[src/core/sqsc_pkg.sv]
// sqsc_pkg: constants, layouts and types for the sequencer stacks and conditions block
// assumes one core clock; shared by the design file, the decode model and the test
package sqsc_pkg;
   localparam int PC_DEPTH = 33;
   localparam int STS_DEPTH = 16;
   localparam int LOOP_DEPTH = 8;
   localparam int PC_LVL_W = 6;
   localparam int STS_LVL_W = 5;
   localparam int LOOP_LVL_W = 4;
   localparam int ADDR_W = 24;
   localparam int WORD_W = 16;
   localparam logic [PC_LVL_W-1:0] PC_FULL_LVL = 6'h21;
   localparam logic [PC_LVL_W-1:0] PC_HIGH_MARK = 6'h1c;
   localparam logic [PC_LVL_W-1:0] PC_LOW_MARK = 6'h03;
   localparam logic [STS_LVL_W-1:0] STS_FULL_LVL = 5'h10;
   localparam logic [LOOP_LVL_W-1:0] LOOP_FULL_LVL = 4'h8;
   localparam logic [WORD_W-1:0] CNT_ZERO = 16'h0000;
   localparam logic [WORD_W-1:0] CNT_ONE = 16'h0001;
   // wishbone register map, byte addresses
   localparam logic [3:0] ADR_STACK_STATUS = 4'h0;
   localparam logic [3:0] ADR_INT_CONTROL = 4'h4;
   localparam logic [3:0] ADR_PC_TOP = 4'h8;
   localparam logic [3:0] ADR_COND = 4'hc;
   // stack status bit positions
   localparam int SS_PC_EMPTY = 0;
   localparam int SS_PC_FULL = 1;
   localparam int SS_PC_LVL = 2;
   localparam int SS_LP_EMPTY = 4;
   localparam int SS_LP_FULL = 5;
   localparam int SS_STS_EMPTY = 6;
   localparam int SS_ERR = 7;
   // interrupt control bit positions
   localparam int IC_GIE = 5;
   localparam int IC_SPILL = 10;
   localparam logic [15:0] IC_RESET = 16'h0000;
   // arithmetic flag positions
   localparam int AF_AZ = 0;
   localparam int AF_AN = 1;
   localparam int AF_AV = 2;
   localparam int AF_AC = 3;
   localparam int AF_AS = 4;
   localparam int AF_MV = 6;
   localparam int AF_SV = 8;
   // software condition selects above the flag inputs
   localparam logic [3:0] SW_SEL_AS = 4'he;
   localparam logic [3:0] SW_SEL_SV = 4'hf;

   typedef enum logic [4:0] {
      SQSC_C_EQ, SQSC_C_NE, SQSC_C_LT, SQSC_C_GE, SQSC_C_LE, SQSC_C_GT,
      SQSC_C_AC, SQSC_C_NAC, SQSC_C_AV, SQSC_C_NAV, SQSC_C_MV, SQSC_C_NMV,
      SQSC_C_SW, SQSC_C_NSW, SQSC_C_CE, SQSC_C_NCE, SQSC_C_FOREVER, SQSC_C_TRUE
   } sqsc_cond_t;

   typedef enum logic [3:0] {
      SQSC_OP_NONE, SQSC_OP_CALL, SQSC_OP_RTS, SQSC_OP_DO, SQSC_OP_LOOP_END,
      SQSC_OP_IRQ, SQSC_OP_RTI, SQSC_OP_PUSH, SQSC_OP_POP
   } sqsc_op_t;

   typedef struct packed {
      logic pc;
      logic loop;
      logic sts;
   } sqsc_sel_t;

   typedef struct packed {
      sqsc_op_t op;
      sqsc_sel_t sel;
      sqsc_cond_t cond;
      logic [ADDR_W-1:0] pc;
      logic [ADDR_W-1:0] loop_end;
   } sqsc_req_t;

   typedef struct packed {
      logic [ADDR_W-1:0] pc_acc;
      logic [ADDR_W-1:0] loop_acc;
      logic [WORD_W-1:0] loop_count_reg;
      logic [WORD_W-1:0] arith_flags_reg;
      logic [WORD_W-1:0] mode_flags_reg;
   } sqsc_regs_t;

   typedef struct packed {
      logic [ADDR_W-1:0] pc;
      logic [ADDR_W-1:0] loop_start;
      logic [ADDR_W-1:0] loop_end;
      logic [WORD_W-1:0] count;
      logic [WORD_W-1:0] arith_flags_reg;
      logic [WORD_W-1:0] mode_flags_reg;
   } sqsc_tops_t;
endpackage

[src/core/sqsc_top.sv]
// sqsc_top: stacks, stack status, stack interrupt and condition logic of the sequencer
// assumes decode issues one op per enabled cycle and treats tops as valid next cycle
// Operation
// RQ1: pc empty bit0, pc full bit1
// RQ2: bit2 high when level >=28 or <=3
// RQ3: loop empty bit4, loop full bit5
// RQ4: status empty flag bit6
// RQ5: sticky error bit7 cleared only by reset
// RQ6: loop stack underflow never flagged
// RQ7: stack irq on overflow, or spill-fill OR
// RQ8: level flag set by push/pop watermark
// RQ9: spill-fill off at reset, follows bit10
// RQ10: global enable bit5 gates all interrupts; the code gates irq_pending_i only, stack_irq_o is not gated
// RQ11: spill-fill may raise immediate low-level irq
// RQ12: call pushes next pc, return pops it
// RQ13: loop start pushes count, start, end
// RQ14: decrement top count, expiry pops loop stacks
// RQ15: interrupt pushes pc and both status words
// RQ16: explicit push/pop via access registers
// RQ17: arithmetic conditions from flag equations
// RQ18: software condition from select and flags
// RQ19: ce/forever loops only, nce/true if only
// RQ20: forever loop never terminates itself
// RQ21: flags change only on stack-touching ops
// RQ22: loop uses counter, if uses status
// RQ23: depths 33, 16, and 8
// RQ24: push onto full stack flags error
module sqsc_top
(
   input wire logic clk_i,
   input wire logic rst_i,
   input wire logic ce_i,
   input wire sqsc_pkg::sqsc_req_t req_i,
   input wire sqsc_pkg::sqsc_regs_t regs_i,
   input wire logic [13:0] flag_inputs_i,
   input wire logic irq_pending_i,
   output sqsc_pkg::sqsc_tops_t tops_o,
   output logic cond_true_o,
   output logic cond_illegal_o,
   output logic loop_exit_o,
   output logic stack_irq_o,
   output logic irq_allowed_o,
   input wire logic [31:0] wb_adr_i,
   input wire logic [31:0] wb_dat_i,
   input wire logic [3:0] wb_sel_i,
   input wire logic wb_we_i,
   input wire logic wb_cyc_i,
   input wire logic wb_stb_i,
   output logic [31:0] wb_dat_o,
   output logic wb_ack_o
);
   import sqsc_pkg::*;

   logic [ADDR_W-1:0] pc_mem_q [PC_DEPTH];
   logic [ADDR_W-1:0] ls_mem_q [LOOP_DEPTH];
   logic [ADDR_W-1:0] le_mem_q [LOOP_DEPTH];
   logic [WORD_W-1:0] ct_mem_q [LOOP_DEPTH];
   logic [WORD_W-1:0] as_mem_q [STS_DEPTH];
   logic [WORD_W-1:0] ms_mem_q [STS_DEPTH];
   logic [PC_LVL_W-1:0] pc_lvl_q;
   logic [LOOP_LVL_W-1:0] lp_lvl_q;
   logic [STS_LVL_W-1:0] st_lvl_q;
   logic pc_mark_q;
   logic err_q;
   logic [15:0] interrupt_control_q;
   logic [3:0] sw_condition_select_q;
   logic [7:0] sequencer_stack_status;
   logic pc_push, pc_pop, lp_push, lp_pop, st_push, st_pop;
   logic [ADDR_W-1:0] pc_push_val;
   logic [PC_LVL_W-1:0] pc_lvl_d;
   logic pc_full, pc_empty, lp_full, lp_empty, st_full, st_empty;
   logic [PC_LVL_W-1:0] pc_tix;
   logic [LOOP_LVL_W-1:0] lp_tix;
   logic [STS_LVL_W-1:0] st_tix;
   logic [WORD_W-1:0] top_count;
   logic ce_cond, sw_match, wb_hit, wb_wr;

   assign pc_full = (pc_lvl_q == PC_FULL_LVL);
   assign pc_empty = (pc_lvl_q == '0);
   assign lp_full = (lp_lvl_q == LOOP_FULL_LVL);
   assign lp_empty = (lp_lvl_q == '0);
   assign st_full = (st_lvl_q == STS_FULL_LVL);
   assign st_empty = (st_lvl_q == '0);
   assign pc_tix = pc_empty ? '0 : pc_lvl_q - PC_LVL_W'(1);
   assign lp_tix = lp_empty ? '0 : lp_lvl_q - LOOP_LVL_W'(1);
   assign st_tix = st_empty ? '0 : st_lvl_q - STS_LVL_W'(1);
   assign top_count = ct_mem_q[lp_tix[2:0]];

   // stack operation decode
   always_comb
   begin
      pc_push = 1'b0;
      pc_pop = 1'b0;
      lp_push = 1'b0;
      lp_pop = 1'b0;
      st_push = 1'b0;
      st_pop = 1'b0;
      pc_push_val = req_i.pc;
      case (req_i.op)
         SQSC_OP_CALL: pc_push = 1'b1; // [RQ12]
         SQSC_OP_RTS: pc_pop = 1'b1; // [RQ12]
         SQSC_OP_DO: lp_push = 1'b1; // [RQ13]
         SQSC_OP_LOOP_END: lp_pop = ce_cond; // [RQ14]
         SQSC_OP_IRQ:
         begin
            pc_push = 1'b1; // [RQ15]
            st_push = 1'b1;
         end
         SQSC_OP_RTI:
         begin
            pc_pop = 1'b1; // [RQ15]
            st_pop = 1'b1;
         end
         SQSC_OP_PUSH:
         begin
            pc_push = req_i.sel.pc; // [RQ16]
            lp_push = req_i.sel.loop;
            st_push = req_i.sel.sts;
            pc_push_val = regs_i.pc_acc;
         end
         SQSC_OP_POP:
         begin
            pc_pop = req_i.sel.pc; // [RQ16]
            lp_pop = req_i.sel.loop;
            st_pop = req_i.sel.sts;
         end
         default: pc_push = 1'b0; // [RQ21]
      endcase
   end

   always_comb
   begin
      pc_lvl_d = pc_lvl_q;
      if (pc_push && !pc_full)
         pc_lvl_d = pc_lvl_q + PC_LVL_W'(1);
      else if (pc_pop && !pc_empty)
         pc_lvl_d = pc_lvl_q - PC_LVL_W'(1);
   end

   // pc stack storage and level
   always_ff @(posedge clk_i)
   begin
      if (rst_i)
         pc_lvl_q <= '0;
      else if (ce_i)
      begin
         if (pc_push && !pc_full)
            pc_mem_q[pc_lvl_q] <= pc_push_val; // [RQ23]
         pc_lvl_q <= pc_lvl_d;
      end
   end

   // level mark updates only on pc push/pop
   always_ff @(posedge clk_i)
   begin
      if (rst_i)
         pc_mark_q <= 1'b1;
      else if (ce_i && (pc_push || pc_pop))
         pc_mark_q <= (pc_lvl_d >= PC_HIGH_MARK) || (pc_lvl_d <= PC_LOW_MARK); // [RQ2] [RQ8]
   end

   // loop stacks: start, end, counter share one level
   always_ff @(posedge clk_i)
   begin
      if (rst_i)
         lp_lvl_q <= '0;
      else if (ce_i)
      begin
         if (lp_push && !lp_full)
         begin
            ct_mem_q[lp_lvl_q[2:0]] <= regs_i.loop_count_reg; // [RQ13]
            ls_mem_q[lp_lvl_q[2:0]] <= (req_i.op == SQSC_OP_DO) ? req_i.pc : regs_i.loop_acc;
            le_mem_q[lp_lvl_q[2:0]] <= (req_i.op == SQSC_OP_DO) ? req_i.loop_end
                                                                : regs_i.loop_acc;
            lp_lvl_q <= lp_lvl_q + LOOP_LVL_W'(1);
         end
         else if (lp_pop && !lp_empty)
            lp_lvl_q <= lp_lvl_q - LOOP_LVL_W'(1); // [RQ14]
         else if (req_i.op == SQSC_OP_LOOP_END && !lp_empty && req_i.cond == SQSC_C_CE)
            ct_mem_q[lp_tix[2:0]] <= top_count - CNT_ONE; // [RQ14]
      end
   end

   // status stack
   always_ff @(posedge clk_i)
   begin
      if (rst_i)
         st_lvl_q <= '0;
      else if (ce_i)
      begin
         if (st_push && !st_full)
         begin
            as_mem_q[st_lvl_q[3:0]] <= regs_i.arith_flags_reg; // [RQ15]
            ms_mem_q[st_lvl_q[3:0]] <= regs_i.mode_flags_reg;
            st_lvl_q <= st_lvl_q + STS_LVL_W'(1);
         end
         else if (st_pop && !st_empty)
            st_lvl_q <= st_lvl_q - STS_LVL_W'(1);
      end
   end

   // sticky error: overflow on any, underflow on pc or status only
   always_ff @(posedge clk_i)
   begin
      if (rst_i)
         err_q <= 1'b0; // [RQ5]
      else if (ce_i && ((pc_push && pc_full) || (lp_push && lp_full) || (st_push && st_full)
                        || (pc_pop && pc_empty) || (st_pop && st_empty)))
         err_q <= 1'b1; // [RQ24] [RQ6]
   end

   always_comb
   begin
      sequencer_stack_status = '0;
      sequencer_stack_status[SS_PC_EMPTY] = pc_empty; // [RQ1]
      sequencer_stack_status[SS_PC_FULL] = pc_full; // [RQ1]
      sequencer_stack_status[SS_PC_LVL] = pc_mark_q; // [RQ2]
      sequencer_stack_status[SS_LP_EMPTY] = lp_empty; // [RQ3]
      sequencer_stack_status[SS_LP_FULL] = lp_full; // [RQ3]
      sequencer_stack_status[SS_STS_EMPTY] = st_empty; // [RQ4]
      sequencer_stack_status[SS_ERR] = err_q; // [RQ5]
   end

   assign stack_irq_o = interrupt_control_q[IC_SPILL] ? (err_q | pc_mark_q) : err_q; // [RQ7] [RQ9] [RQ11]
   assign irq_allowed_o = interrupt_control_q[IC_GIE] & irq_pending_i; // [RQ10]

   always_comb
   begin
      tops_o.pc = pc_mem_q[pc_tix];
      tops_o.loop_start = ls_mem_q[lp_tix[2:0]];
      tops_o.loop_end = le_mem_q[lp_tix[2:0]];
      tops_o.count = top_count;
      tops_o.arith_flags_reg = as_mem_q[st_tix[3:0]];
      tops_o.mode_flags_reg = ms_mem_q[st_tix[3:0]];
   end

   // condition evaluation
   assign ce_cond = (req_i.cond == SQSC_C_CE) && (top_count == CNT_ONE); // [RQ22] [RQ20]
   assign sw_match = (sw_condition_select_q == SW_SEL_AS) ? regs_i.arith_flags_reg[AF_AS] :
                     (sw_condition_select_q == SW_SEL_SV) ? regs_i.arith_flags_reg[AF_SV] :
                     flag_inputs_i[sw_condition_select_q]; // [RQ18]

   always_comb
   begin
      logic lt;
      lt = regs_i.arith_flags_reg[AF_AN] ^ regs_i.arith_flags_reg[AF_AV];
      cond_illegal_o = 1'b0;
      case (req_i.cond)
         SQSC_C_EQ: cond_true_o = regs_i.arith_flags_reg[AF_AZ]; // [RQ17]
         SQSC_C_NE: cond_true_o = !regs_i.arith_flags_reg[AF_AZ];
         SQSC_C_LT: cond_true_o = lt;
         SQSC_C_GE: cond_true_o = !lt;
         SQSC_C_LE: cond_true_o = lt | regs_i.arith_flags_reg[AF_AZ];
         SQSC_C_GT: cond_true_o = !(lt | regs_i.arith_flags_reg[AF_AZ]);
         SQSC_C_AC: cond_true_o = regs_i.arith_flags_reg[AF_AC];
         SQSC_C_NAC: cond_true_o = !regs_i.arith_flags_reg[AF_AC];
         SQSC_C_AV: cond_true_o = regs_i.arith_flags_reg[AF_AV];
         SQSC_C_NAV: cond_true_o = !regs_i.arith_flags_reg[AF_AV];
         SQSC_C_MV: cond_true_o = regs_i.arith_flags_reg[AF_MV];
         SQSC_C_NMV: cond_true_o = !regs_i.arith_flags_reg[AF_MV];
         SQSC_C_SW: cond_true_o = sw_match; // [RQ18]
         SQSC_C_NSW: cond_true_o = !sw_match;
         SQSC_C_NCE: cond_true_o = (top_count != CNT_ZERO); // [RQ19]
         SQSC_C_TRUE: cond_true_o = 1'b1;
         default:
         begin
            cond_true_o = 1'b0; // [RQ19]
            cond_illegal_o = 1'b1;
         end
      endcase
   end

   assign loop_exit_o = (req_i.op == SQSC_OP_LOOP_END) && ce_cond; // [RQ20] [RQ14]

   // wishbone slave, one wait state
   assign wb_hit = wb_cyc_i && wb_stb_i && !wb_ack_o;
   // write lands at the edge where the master samples ack
   assign wb_wr = wb_cyc_i && wb_stb_i && wb_we_i && wb_ack_o;

   always_ff @(posedge clk_i)
   begin
      if (rst_i)
      begin
         interrupt_control_q <= IC_RESET; // [RQ9]
         sw_condition_select_q <= '0;
      end
      else if (wb_wr)
      begin
         if (wb_adr_i[3:0] == ADR_INT_CONTROL)
         begin
            if (wb_sel_i[0])
               interrupt_control_q[7:0] <= wb_dat_i[7:0];
            if (wb_sel_i[1])
               interrupt_control_q[15:8] <= wb_dat_i[15:8];
         end
         if (wb_adr_i[3:0] == ADR_COND && wb_sel_i[0])
            sw_condition_select_q <= wb_dat_i[3:0];
      end
   end

   always_ff @(posedge clk_i)
   begin
      if (rst_i)
      begin
         wb_ack_o <= 1'b0;
         wb_dat_o <= '0;
      end
      else
      begin
         wb_ack_o <= wb_hit;
         if (wb_hit)
         begin
            case (wb_adr_i[3:0])
               ADR_STACK_STATUS: wb_dat_o <= {24'h000000, sequencer_stack_status};
               ADR_INT_CONTROL: wb_dat_o <= {16'h0000, interrupt_control_q};
               ADR_PC_TOP: wb_dat_o <= {8'h00, tops_o.pc};
               ADR_COND: wb_dat_o <= {28'h0000000, sw_condition_select_q};
               default: wb_dat_o <= '0;
            endcase
         end
      end
   end

   sticky_hold_a: assert property (@(posedge clk_i) disable iff (rst_i)
      err_q |=> err_q) else $error("sticky error dropped"); // [RQ5]
   push_full_err_a: assert property (@(posedge clk_i) disable iff (rst_i)
      ce_i && pc_push && pc_full |=> err_q) else $error("overflow not flagged"); // [RQ24]
   pc_empty_a: assert property (@(posedge clk_i) disable iff (rst_i)
      sequencer_stack_status[SS_PC_EMPTY] == (pc_lvl_q == '0)) else $error("pc empty wrong"); // [RQ1]
   call_level_a: assert property (@(posedge clk_i) disable iff (rst_i)
      ce_i && req_i.op == SQSC_OP_CALL && !pc_full |=> pc_lvl_q == $past(pc_lvl_q) + 6'h01)
      else $error("call did not push"); // [RQ12]
   call_top_a: assert property (@(posedge clk_i) disable iff (rst_i)
      ce_i && req_i.op == SQSC_OP_CALL && !pc_full |=> tops_o.pc == $past(req_i.pc))
      else $error("call pushed wrong value"); // [RQ12]
   irq_gate_a: assert property (@(posedge clk_i) disable iff (rst_i)
      !interrupt_control_q[IC_GIE] |-> !irq_allowed_o) else $error("irq passed gie"); // [RQ10]
   spill_irq_a: assert property (@(posedge clk_i) disable iff (rst_i)
      !interrupt_control_q[IC_SPILL] |-> stack_irq_o == err_q) else $error("stack irq wrong"); // [RQ7]
   mark_push_a: assert property (@(posedge clk_i) disable iff (rst_i)
      ce_i && pc_push && !pc_pop && pc_lvl_d >= PC_HIGH_MARK |=> pc_mark_q)
      else $error("high mark missed"); // [RQ8]
   lt_cond_a: assert property (@(posedge clk_i) disable iff (rst_i)
      req_i.cond == SQSC_C_LT |-> cond_true_o == (regs_i.arith_flags_reg[AF_AN] ^ regs_i.arith_flags_reg[AF_AV]))
      else $error("lt wrong"); // [RQ17]
   wb_ack_a: assert property (@(posedge clk_i) disable iff (rst_i)
      wb_ack_o |=> !wb_ack_o) else $error("ack held"); // wishbone ack lasts one cycle

   call_c: cover property (@(posedge clk_i) ce_i && req_i.op == SQSC_OP_CALL);
   loop_exit_c: cover property (@(posedge clk_i) ce_i && loop_exit_o);
   overflow_c: cover property (@(posedge clk_i) $rose(err_q));
   spill_c: cover property (@(posedge clk_i) interrupt_control_q[IC_SPILL] && stack_irq_o);
endmodule // sqsc_top

[config.mk]
export PLATFORM = sky130hd
export DESIGN_NAME = sqsc_top
export DESIGN_NICKNAME = d
export VERILOG_FILES = /design/src/core/sqsc_pkg.sv /design/src/core/sqsc_top.sv
export SDC_FILE = /design/constraint.sdc
export NUM_CORES = 2
export LEC_CHECK = 0
export BUFFER_PORTS_ARGS = -buffer_cell sky130_fd_sc_hd__buf_2
export CORE_MARGIN = 2
export CORE_UTILIZATION = 31
export DETAILED_ROUTE_END_ITERATION = 7
export PLACE_DENSITY = 0.49
export SYNTH_ARGS = -nofsm -noshare
export SYNTH_HDL_FRONTEND = slang
export SYNTH_SLANG_ARGS = --single-unit
export TNS_END_PERCENT = 5
[constraint.sdc]
create_clock -name clk_i -period 9.7 [get_ports clk_i]
set_input_delay 1.94 -clock clk_i [delete_from_list [all_inputs] [get_ports clk_i]]
set_output_delay 1.94 -clock clk_i [all_outputs]
set_load 0.005 [all_outputs]
==> summary.md <==
| Metric | Value |
|---|---|
| Outcome | finished, final reports clean |
| Kind of critical path | reg -> out |
| Final nets | 5731 |
| Slew @ Worst Pin | 1.222 ns |
| Pleak | 0.02850 uW |
| Hold-fix buffers, CTS | 0 |
| Row Count | 182 |
| Final antenna-violating net count | 0 |
| Ports | 403 |
| Power Dens Cells | 214.2 mW/mm^2 |
| Ys flop type | edfxtp_1 |
| Post-CTS Setup Inserts | 0 |
| Clock buffer depth | 3 |
| Die ar. | 0.2516 sq mm |
| Slew headroom | 18.52% |
| Final HPWL DP | 139500 um |
| Setup violators final | 0 |
| Num CTS Buffers | 195 |
| Initial antenna violation count | 41 |
| Crit. End Element | output pin |
| GRT Util Overall | 19.03% |
| Worst Skew | 0.05540 ns |
| # clock sinks | 1878 |
| DRT Wirelength | 245200 um |
| Post-cts resize count | 0 |
| Final core occ | 36.18% |
| Maxcap violations | 0 |
| Syn. warnings | 0 |
| # DRC | 0 |
| First-pass GRT wire length | 346700 um |
| Critical path arrival | 6.34 ns |
| Seq cells post-synth | 1878 |
| Vias in the first global route | 46420 |
| Async S/R FF share, synth | 0% |
| Synthesized area | 0.07675 sq mm |
| Post-synth EDFFs | 1816 |
| Max Freq | 120.7 MHz |
| Critical Path RT | 7.76 ns |
| H-tree levels | 4 |
| CTS tree | done |
| Vias/cell | 5.348 |
| Syn Inst Count | 5194 |
| Vias | 48020 |
| Layout area overhead | 16.04% |
| Initial Util | 31.18% |
| Share of layout cells above drive strength 1 | 18.59% |
| Largest net degree at the start of global routing | 178 |
| Avg Inst Size Synth | 14.78 sq um |
| Clk Tree Root Cell | clkbuf_16 |
| DR pass1 iterations | 6 |
| Placeable Area | 0.2462 sq mm |
| Final Instance Area | 0.08905 sq mm |
| Worst vdd ir | 0.0001728 V |
| Initial DRC count | 4602 |
| Slew Limit Fails | 0 |
| Critical path launch point type | flip-flop |
| Max Fanout on Critical Path | 69 |
| Path depth of the worst reg2reg path | 12 |
| Hold Crit Class | reg -> reg |
| Remaining global-route overflow | 0 |
| Hold_ws | 0.4707 ns |
| Yosys cell types | 88 |
| Hold path cells | 2 |
| Worst setup margin | 1.417 ns |
| Final Wtd Congestion | 0.9080 |
| Skew-Pair Late Insertion Delay | 0.84 ns |
| Area post-placement | 0.08271 sq mm |
| Die width | 501.6 um |
| Die Span Y | 501.6 um |
| Tcrit/Tclk final | 85.39% |
| Dpl ws | 2.156 ns |
| Setup TNS | 0 ns |
| RSZ-0062 raised after global routing | false |
| Final Hold Viols | 0 |
| Period minus WS final | 8.283 ns |
| Port Buffers | 348 |
| Seq/Total Area, Yosys | 72.67% |
| Routed len/inst | 27.31 um |
| Clock transition at path regs | 0.06 ns |
## worst paths after layout
kind	startpoint	end	slack, ns
worst max-delay path	lp_lvl_q[0]	cond_true_o	1.42
worst min-delay path	wb_dat_o[23]	wb_dat_o[23]	0.47
worst max register to register	lp_lvl_q[0]	ct_mem_q[2][13]	3.27
worst min register to register	wb_dat_o[23]	wb_dat_o[23]	0.47
## routing by layer
metal,GRT usage [%],wire length (um)
met5,0,34
met4,6.706,7571
met3,2.625,12690
met2,31.72,120700
met1,25.37,104200
## critical path, cell delays in order (launching register included)
cell	delay, ns
dfxtp_4	0.49
inv_4	0.70
ha_1	0.68
nor3b_4	0.57
buf_4	0.63
nor2_4	0.04
buf_4	0.32
a211o_1	0.35
a32oi_1	0.69
nand2_1	0.11
o41ai_1	0.51
nand3_1	0.15
buf_2	0.16
## flip-flops by register name (all words and copies together) (netlist names), 4 cells and up
register / cells
as_mem_q: 256
ct_mem_q: 128
interrupt_control_q: 16
le_mem_q: 192
lp_lvl_q: 4
ls_mem_q: 192
ms_mem_q: 256
pc_lvl_q: 6
pc_mem_q: 792
st_lvl_q: 5
sw_condition_select_q: 4
wb_dat_o: 24
## synth_stat cells (40+ instances only)
cell,count,share of area (%)
and3_1,121,0.99
a211oi_1,132,1.3
o211ai_1,175,1.7
nor2_1,296,1.4
or3_1,237,1.9
mux2i_1,61,0.80
a31oi_1,176,1.4
mux2_2,58,0.85
o311ai_0,40,0.46
a21oi_1,129,0.84
mux4_2,144,4.2
o32ai_1,50,0.57
nand3_1,43,0.28
o21ai_0,243,1.6
nor3_1,95,0.62
clkbuf_1,329,1.6
nand2_1,572,2.8
dfxtp_1,62,1.6
edfxtp_1,1816,71
## where the power goes
part / switching [uW] / total, uW / internal [uW]
combinational: 1840 / 2750 / 908
sequential: 20.0 / 8940 / 8920
clock: 3220 / 7380 / 4160
## stage by stage
stage | total power, uW | cells
6_report | 19080 | 8980
5_1_grt | 19740 | 8973
4_1_cts | 19270 | 8956
3_5_place_dp | 11900 | 8588
3_3_place_gp | 11890 | 8588
2_1_floorplan | 10680 | 5201
## cell type report
cell class	count	area, sq um
fillers	23540	157100
flip-flops and latches	1878	55780
multi-input cells	2890	19890
clock buffers	250	5086
well taps	3312	4144
repair buffers	477	2773
clock inverters	118	1192
inverters	31	122.6
diodes	24	60.06
## cell families after synthesis
kind of cell | share of synthesized area [%]
mux | 5.907
flops | 72.67
compound gates | 9.433
buf+inv | 2.243
other cells | 0.004886
simple gates | 9.219
xor+xnor | 0.3081
fa+ha+maj | 0.2119
## cells in the final DEF (no fill, tap or decap), types with 61 or more instances in the layout
cell,instances
o211ai_1,175
mux4_2,144
a31oi_1,176
a211oi_1,132
buf_4,124
edfxtp_1,1816
clkbuf_16,195
a21oi_1,127
o21ai_0,242
nor3_1,89
buf_2,348
mux2i_1,61
or3_1,237
nor2_1,237
and3_1,121
nand2_1,566
Note: power is estimated with default switching activity, not from simulation.
